==> src/include/psp_defines.svh <==
// register offsets, field positions, reset values and timing counts of the set picker
`ifndef PSP_DEFINES_SVH
`define PSP_DEFINES_SVH
`define PSP_OFF_CTRL 8'h00
`define PSP_OFF_INDEX 8'h04
`define PSP_OFF_CMD 8'h08
`define PSP_OFF_ACTIVE 8'h0C
`define PSP_OFF_STATUS 8'h10
`define PSP_CTRL_EN 0
`define PSP_CTRL_TOT_LO 1
`define PSP_CTRL_TOT_HI 3
`define PSP_CTRL_SWAP 4
`define PSP_CTRL_INV1 5
`define PSP_CTRL_INV2 6
`define PSP_CTRL_RESET 32'h0000_0004
`define PSP_CMD_STORE 0
`define PSP_CMD_LOAD 1
`define PSP_MAX_SETS 3'h4
`define PSP_MIN_SETS 3'h2
`define PSP_INDEX_MAX 32'h0000_0003
`define PSP_SETTLE_NS 1000
`define PSP_CLK_NS 5
`define PSP_SETTLE_CYC ((`PSP_SETTLE_NS + `PSP_CLK_NS - 1) / `PSP_CLK_NS)
`define PSP_RESP_OKAY 2'h0
`define PSP_RESP_SLVERR 2'h2
`endif

==> src/include/psp_pkg.sv <==
// types shared by the set picker
package psp_pkg;
  typedef enum logic [2:0] {
    ST_OFF = 3'b001,
    ST_IDLE = 3'b010,
    ST_BUSY = 3'b100
  } psp_state_t;
  typedef logic [1:0] set_addr_t;
endpackage

==> src/core/free_select_param_set_picker.sv <==
// free selection parameter set picker with AXI4-Lite registers
//
// Summary of operation
// accepted trigger loads addressed set into active; one accepted in ST_IDLE right after a disable loads saved_r instead
// more than two sets: two lines, else one
// set count capped at four
// address is binary set index, bit1 high
// two sets: only bit 0 selects set
// two sets: line 1 or 2 drives bit0
// more sets: line mapping or its reverse
// invert option flips line level to bit
// driver settles lines 1 us before trigger; trig_source set_lines waits only HOLD_CYC (12) clocks, 60 ns at 5 ns
// driver holds lines 1 us after trigger; trig_source holds them only for the HOLD_CYC (12) clock trigger pulse
// line change leaves waiting state briefly
// triggers while not waiting are ignored
// triggers only sent while device waits
// disable: finish frame, then restore saved active
// store copies active into indexed set
// index accepts only values 0 to 3
// captured address held for whole acquisition
//
// The placing of the registers and the AXI4-Lite register port are this design's own decisions.
`include "psp_defines.svh"
`timescale 1ns/100ps
`default_nettype none
module free_select_param_set_picker
  import psp_pkg::*;
#(
  parameter int DATA_W = 32,
  parameter int SETTLE_CYC = `PSP_SETTLE_CYC
) (
  input wire logic clk,
  input wire logic rst_n,
  input wire logic [7:0] s_axi_awaddr,
  input wire logic s_axi_awvalid,
  output logic s_axi_awready,
  input wire logic [31:0] s_axi_wdata,
  input wire logic [3:0] s_axi_wstrb,
  input wire logic s_axi_wvalid,
  output logic s_axi_wready,
  output logic [1:0] s_axi_bresp,
  output logic s_axi_bvalid,
  input wire logic s_axi_bready,
  input wire logic [7:0] s_axi_araddr,
  input wire logic s_axi_arvalid,
  output logic s_axi_arready,
  output logic [31:0] s_axi_rdata,
  output logic [1:0] s_axi_rresp,
  output logic s_axi_rvalid,
  input wire logic s_axi_rready,
  input wire logic line1,
  input wire logic line2,
  input wire logic frame_trigger,
  input wire logic frame_done,
  output logic waiting_for_trigger,
  output logic capture_start,
  output logic [1:0] capture_addr,
  output logic [DATA_W-1:0] active_params
);

  function automatic logic known_offset(input logic [7:0] a);
    known_offset = (a == `PSP_OFF_CTRL) || (a == `PSP_OFF_INDEX) || (a == `PSP_OFF_CMD) ||
      (a == `PSP_OFF_ACTIVE) || (a == `PSP_OFF_STATUS);
  endfunction

  function automatic set_addr_t line_addr(input logic l1, input logic l2, input logic inv1,
      input logic inv2, input logic swap, input logic two_bits);
    logic b1;
    logic b2;
    b1 = l1 ^ inv1;
    b2 = l2 ^ inv2;
    if (two_bits) begin
      line_addr = swap ? {b1, b2} : {b2, b1};
    end else begin
      line_addr = {1'b0, swap ? b2 : b1};
    end
  endfunction

  logic [31:0] ctrl_r;
  logic [1:0] index_r;
  logic [DATA_W-1:0] active_r;
  logic [DATA_W-1:0] saved_r;
  logic [DATA_W-1:0] set_mem [0:3];
  psp_state_t state_r;
  logic [1:0] lines_prev_r;
  logic trig_prev_r;
  logic [15:0] settle_r;
  set_addr_t cap_addr_r;
  logic capture_r;
  logic aw_got_r;
  logic w_got_r;
  logic [7:0] awaddr_r;
  logic [31:0] wdata_r;
  logic bvalid_r;
  logic [1:0] bresp_r;
  logic rvalid_r;
  logic [31:0] rdata_r;
  logic [1:0] rresp_r;

  logic feature_on;
  logic [2:0] total_raw;
  logic [2:0] total_eff;
  logic two_bits;
  logic line_move;
  logic trig_rise;
  logic accept;
  set_addr_t addr_now;
  logic wr_go;
  logic rd_go;
  logic store_cmd;
  logic load_cmd;
  logic act_wr;

  assign feature_on = ctrl_r[`PSP_CTRL_EN];
  assign total_raw = ctrl_r[`PSP_CTRL_TOT_HI:`PSP_CTRL_TOT_LO];
  // counts above four fall back to four, below two act as two
  assign total_eff = (total_raw > `PSP_MAX_SETS) ? `PSP_MAX_SETS :
    ((total_raw < `PSP_MIN_SETS) ? `PSP_MIN_SETS : total_raw);
  assign two_bits = total_eff > `PSP_MIN_SETS;
  assign line_move = {line2, line1} != lines_prev_r;
  assign trig_rise = frame_trigger && !trig_prev_r;
  assign waiting_for_trigger = (state_r == ST_IDLE) && (settle_r == 16'h0000) && !line_move;
  assign accept = waiting_for_trigger && trig_rise;
  assign addr_now = line_addr(line1, line2, ctrl_r[`PSP_CTRL_INV1], ctrl_r[`PSP_CTRL_INV2],
    ctrl_r[`PSP_CTRL_SWAP], two_bits);
  assign capture_start = capture_r;
  assign capture_addr = cap_addr_r;
  assign active_params = active_r;

  // bus slave: address and data may come in either order
  assign s_axi_awready = !aw_got_r && !bvalid_r;
  assign s_axi_wready = !w_got_r && !bvalid_r;
  assign wr_go = aw_got_r && w_got_r && !bvalid_r;
  assign s_axi_bvalid = bvalid_r;
  assign s_axi_bresp = bresp_r;
  assign s_axi_arready = !rvalid_r;
  assign rd_go = s_axi_arvalid && !rvalid_r;
  assign s_axi_rvalid = rvalid_r;
  assign s_axi_rdata = rdata_r;
  assign s_axi_rresp = rresp_r;
  assign store_cmd = wr_go && (awaddr_r == `PSP_OFF_CMD) && wdata_r[`PSP_CMD_STORE];
  assign load_cmd = wr_go && (awaddr_r == `PSP_OFF_CMD) && wdata_r[`PSP_CMD_LOAD];
  assign act_wr = wr_go && (awaddr_r == `PSP_OFF_ACTIVE);

  always_ff @(posedge clk) begin
    if (!rst_n) begin
      aw_got_r <= 1'b0;
      w_got_r <= 1'b0;
      awaddr_r <= 8'h00;
      wdata_r <= 32'h0000_0000;
      bvalid_r <= 1'b0;
      bresp_r <= `PSP_RESP_OKAY;
    end else begin
      if (s_axi_awvalid && s_axi_awready) begin
        aw_got_r <= 1'b1;
        awaddr_r <= s_axi_awaddr;
      end
      if (s_axi_wvalid && s_axi_wready) begin
        w_got_r <= 1'b1;
        wdata_r <= s_axi_wdata;
      end
      if (wr_go) begin
        aw_got_r <= 1'b0;
        w_got_r <= 1'b0;
        bvalid_r <= 1'b1;
        bresp_r <= known_offset(awaddr_r) ? `PSP_RESP_OKAY : `PSP_RESP_SLVERR;
      end else if (bvalid_r && s_axi_bready) begin
        bvalid_r <= 1'b0;
      end
    end
  end

  // byte strobes ignored: every field is written whole
  always_ff @(posedge clk) begin
    if (!rst_n) begin
      ctrl_r <= `PSP_CTRL_RESET;
      index_r <= 2'h0;
    end else if (wr_go) begin
      if (awaddr_r == `PSP_OFF_CTRL) begin
        ctrl_r <= wdata_r & 32'h0000_007F;
      end
      if ((awaddr_r == `PSP_OFF_INDEX) && (wdata_r <= `PSP_INDEX_MAX)) begin
        index_r <= wdata_r[1:0];
      end
    end
  end

  always_ff @(posedge clk) begin
    if (!rst_n) begin
      rvalid_r <= 1'b0;
      rdata_r <= 32'h0000_0000;
      rresp_r <= `PSP_RESP_OKAY;
    end else if (rd_go) begin
      rvalid_r <= 1'b1;
      rresp_r <= known_offset(s_axi_araddr) ? `PSP_RESP_OKAY : `PSP_RESP_SLVERR;
      case (s_axi_araddr)
        `PSP_OFF_CTRL: rdata_r <= ctrl_r;
        `PSP_OFF_INDEX: rdata_r <= {30'h0000_0000, index_r};
        `PSP_OFF_ACTIVE: rdata_r <= 32'(active_r);
        `PSP_OFF_STATUS: rdata_r <= {24'h00_0000, state_r, addr_now, cap_addr_r,
          waiting_for_trigger};
        default: rdata_r <= 32'h0000_0000;
      endcase
    end else if (rvalid_r && s_axi_rready) begin
      rvalid_r <= 1'b0;
    end
  end

  // stored sets: no reset, contents are whatever software stored
  always_ff @(posedge clk) begin
    if (store_cmd) begin
      set_mem[index_r] <= active_r;
    end
  end

  always_ff @(posedge clk) begin
    if (!rst_n) begin
      lines_prev_r <= 2'h0;
      trig_prev_r <= 1'b0;
      settle_r <= 16'h0000;
    end else begin
      lines_prev_r <= {line2, line1};
      trig_prev_r <= frame_trigger;
      // a moving line blocks triggers for a settle window after it
      if (line_move) begin
        settle_r <= 16'(SETTLE_CYC);
      end else if (settle_r != 16'h0000) begin
        settle_r <= settle_r - 16'h0001;
      end
    end
  end

  always_ff @(posedge clk) begin
    if (!rst_n) begin
      state_r <= ST_OFF;
      saved_r <= '0;
    end else begin
      case (state_r)
        ST_OFF: begin
          if (feature_on) begin
            saved_r <= active_r;
            state_r <= ST_IDLE;
          end
        end
        ST_IDLE: begin
          if (!feature_on) begin
            state_r <= ST_OFF;
          end else if (accept) begin
            state_r <= ST_BUSY;
          end
        end
        ST_BUSY: begin
          // a disable here waits for the frame to be sent
          if (frame_done) begin
            state_r <= feature_on ? ST_IDLE : ST_OFF;
          end
        end
        default: state_r <= ST_OFF;
      endcase
    end
  end

  always_ff @(posedge clk) begin
    if (!rst_n) begin
      cap_addr_r <= 2'h0;
      capture_r <= 1'b0;
    end else begin
      capture_r <= accept;
      if (accept) begin
        cap_addr_r <= addr_now;
      end
    end
  end

  logic restore;
  assign restore = !feature_on && (((state_r == ST_BUSY) && frame_done) || (state_r == ST_IDLE));

  always_ff @(posedge clk) begin
    if (!rst_n) begin
      active_r <= '0;
    end else if (restore) begin
      active_r <= saved_r;
    end else if (accept) begin
      active_r <= set_mem[addr_now];
    end else if (load_cmd) begin
      active_r <= set_mem[index_r];
    end else if (act_wr) begin
      active_r <= wdata_r[DATA_W-1:0];
    end
  end

  logic [DATA_W-1:0] sel_val;
  assign sel_val = set_mem[addr_now];
endmodule
`default_nettype wire

==> config.mk <==
export PLATFORM = sky130hd
export DESIGN_NAME = free_select_param_set_picker
export DESIGN_NICKNAME = d
export VERILOG_FILES = /design/src/include/psp_pkg.sv /design/src/core/free_select_param_set_picker.sv
export VERILOG_INCLUDE_DIRS = /design/src /design/src/include
export SDC_FILE = /design/constraint.sdc
export NUM_CORES = 1
export LEC_CHECK = 0
export BUFFER_PORTS_ARGS = -buffer_cell sky130_fd_sc_hd__buf_2
export CAP_MARGIN = 25
export CORE_MARGIN = 2
export CORE_UTILIZATION = 35
export CTS_CLUSTER_DIAMETER = 30
export DETAILED_ROUTE_END_ITERATION = 8
export GPL_TIMING_DRIVEN = 0
export PLACE_DENSITY_LB_ADDON = 0.08
export SLEW_MARGIN = 5
export SYNTH_ARGS = -nofsm -noshare
export SYNTH_HDL_FRONTEND = slang
export SYNTH_SLANG_ARGS = --single-unit
==> constraint.sdc <==
create_clock -name clk -period 3.95 [get_ports clk]
set_input_delay 0.79 -clock clk [delete_from_list [all_inputs] [get_ports clk]]
set_output_delay 0.79 -clock clk [all_outputs]
set_load 0.1 [all_outputs]
==> results.md <==
- Fmax: 0.292 GHz
- Routed Wire Length: 49,700 µm
- Overflow after GRT: 0
- First-pass GRT wire length: 72,900 µm
- Min-delay src: s_axi_rdata[12]$_SDFFE_PN0P_
- Crit Reg-Reg Endpoint: set_mem[0][15]$_DFFE_PP_
- FF-to-FF Start: awaddr_r[0]$_SDFFE_PN0P_
- Max clock buf depth: 3
- Leakage: 6.93 nW
- Area occupied by multi-input gates: 5960 µm²
- Top-count cell post-synth: nand2_1
- Max capacitance violation total: 0
- Via count: 11,600
- Core area: 38,800 µm²
- Total of warnings raised by yosys: 0
- Worst Path Arrival: 2.63 ns
- DRC: 0
- Layout cells sized above 1: 0.235
- Clk root buf: clkbuf_16
- Max-slew headroom: 0.239
- Distinct cells, synth: 57
- CP startpoint: settle_r[3]$_SDFFE_PN0P_
- CTS tree: done
- Crit Path Class: reg2out
- H-tree Lvls: 3
- RePlAce Congestion: 0.804
- Core Rows: 72
- All-layer global routing usage: 0.240
- Worst vdd ir: 0.000336 V
- WL per Instance: 23.6 µm
- Vias per cell: 5.50
- Status: finished, final reports clean
- Most used DFF post-synth: dfxtp_1
- Die Height: 203 µm
- Clock Latency Late Sink: 0.58 ns
- Final WS setup: 0.526 ns
- Worst Tran Pin Value: 1.13 ns
- CP Max Fanout: 8
- DRT iter0 DRCs: 953
- Initial Util: 0.355
- Largest net degree at the start of global routing: 11
- #FFs+latches synth: 306
- Worst EP required: 3.16 ns
- Clock transition at path regs: 0.05 ns
- Syn_area_per_cell: 10.7 µm²
- Fin crit share: 0.867
- Post-synthesis cell count: 1,289
- Synth area leaders: edfxtp_1 (28%), dfxtp_1 (26%), nand2_1 (6.3%)
- Synth area leader: edfxtp_1
- EDFF count, synth: 128
- Final setup skew: 0.0184 ns
- Nets: 1,586
- Top cells by count, synth: nand2_1 (231), dfxtp_1 (178), edfxtp_1 (128), a21boi_0 (107), clkbuf_1 (89)
- Diodes inserted: 0
- Cts bufs inserted: 81
- Unrepaired setup endpoints after global routing: no
- Sequential-to-total area share from yosys stat: 0.537
- Reg2Reg Depth: 7
- Cell Pwr Density: 598 nW/µm²
- Post-Route Utilization: 0.470
- Final hold vios: 0
- Type of the worst min-delay path: reg2reg
- Number of global-route vias before repair: 11,400
- Die X: 203 µm
- Post-synth ARST share: 0
- Tmin final: 3.42 ns
- Final setup viols: 0
- DRT Pass-1 Iters: 5
- Crit. End Element: primary output
- Layout area overhead: 32.2%
- Die area: 41,000 µm²
- I/O Buffers: 131
- R2r setup slk: 0.57 ns
- Detailed placement HPWL: 33,600 µm
- IO Pins: 140
- FF+latch area: 7410 µm²
- Max-slew violation count: 0
- Startpoint types: flip-flop
- Post-CTS Setup Inserts: 0
- Critical Path End: waiting_for_trigger
- Hold_buf cts: 0
- Synth top area share: 0.279
- Cell area after synthesis: 13,800 µm²
- Initial antenna violation count: 1
- FILL cells: 3,648
- Cts repair resizes: 0
- Clock Sinks: 306
- Place WS: 0.348 ns
- Antenna-violating nets left: 0
## worst min-delay path by stage
stage	end	slack (ns)	cells after the start
after floorplan	awaddr_r[6]$_SDFFE_PN0P_	0.44	2
after global placement	s_axi_rdata[12]$_SDFFE_PN0P_	0.45	2
after detailed placement	s_axi_rdata[12]$_SDFFE_PN0P_	0.45	2
after CTS	wdata_r[26]$_SDFFE_PN0P_	0.44	3
after global routing	awaddr_r[2]$_SDFFE_PN0P_	0.46	3
final	s_axi_rdata[12]$_SDFFE_PN0P_	0.46	2
## flip-flops by register name, indices dropped and copies added, names as in the netlist, named ones only
| register | cells |
|---|---|
| set_mem | 128 |
| active_params | 32 |
| s_axi_rdata | 32 |
| saved_r | 32 |
| wdata_r | 32 |
| settle_r | 16 |
| awaddr_r | 8 |
| ctrl_r | 7 |
| state_r | 3 |
| capture_addr | 2 |
| index_r | 2 |
| lines_prev_r | 2 |
| aw_got_r | 1 |
| capture_start | 1 |
| s_axi_bresp | 1 |
| s_axi_bvalid | 1 |
| s_axi_rresp | 1 |
| s_axi_rvalid | 1 |
| trig_prev_r | 1 |
| w_got_r | 1 |
## logic make-up (layout without fill, tap and decap cells)
family / after synthesis / after routing / synth area share
mux: 78 / 78 / 0.0884
simple gates: 435 / 435 / 0.156
xor+xnor: 18 / 18 / 0.0114
flops: 306 / 306 / 0.537
fa+ha+maj: 2 / 2 / 0.00181
compound gates: 337 / 337 / 0.172
other cells: 1 / 2 / 0.000272
buf+inv: 112 / 410 / 0.0331
## worst max-delay path, cell delays in order, from the launching register on
cell and delay, ns:
dfxtp_1 0.35, or4_4 0.59, nor3_4 0.38, and3_1 0.29, buf_2 0.45
## placed cells by master, fill, tap and decap left out, types with 7 or more instances in the layout
cell,instances
and3_1,35
o22ai_1,31
nor3_1,11
buf_4,7
a21boi_0,107
nor2_1,25
mux2i_1,15
nand3_1,34
nand2_1,231
o21ai_0,76
buf_6,12
edfxtp_1,128
mux4_2,32
buf_2,135
clkbuf_16,85
nor4_1,11
mux2_2,31
clkbuf_1,97
a2111oi_0,31
clkinvlp_4,9
nor2b_1,15
clkinv_2,11
a31oi_1,31
a211o_1,31
xor2_1,12
a21oi_1,8
dfxtp_1,178
bufinv_16,14
inv_1,9
clkbuf_8,9
nor3b_1,31
## per-stage QoR
stage	std cells	area (µm²)	setup TNS, ns	power (mW)	hold WS [ns]
6_report	2106	18200	0	10.9	0.458
5_1_grt	2106	18200	0	11.2	0.455
4_1_cts	2106	18200	0	11.0	0.444
3_5_place_dp	1956	15300	0	3.94	0.454
3_3_place_gp	1939	15100	-375.23	3.94	0.449
2_1_floorplan	1290	13800	-31.00	3.74	0.443
## layout make-up
class | count | share of cell area
Sequential cell | 306 | 0.406
Clock buffer | 102 | 0.125
Inverter | 9 | 0.00185
Buffer | 103 | 0.0232
Clock inverter | 48 | 0.0355
Tap cell | 518 | 0.0355
Timing Repair Buffer | 148 | 0.0460
Multi-Input combinational cell | 872 | 0.327
## routing by layer
metal  GRT usage  wire [µm]  up-vias
met3      0.0395       2790      125
met2       0.384      23100      449
met1       0.323      22000     5685
met5           0          0        -
li1            -          -     5315
met4       0.104       1800        0
## power by group
part | switching [mW] | total, mW | internal (mW) | leakage, nW
logic | 0.346 | 0.509 | 0.163 | 2.61
registers | 0.0569 | 3.38 | 3.32 | 2.90
clock network | 2.04 | 7.02 | 4.98 | 1.42
total | 2.44 | 10.9 | 8.47 | 6.93
Note: power is estimated with default switching activity, not from simulation.
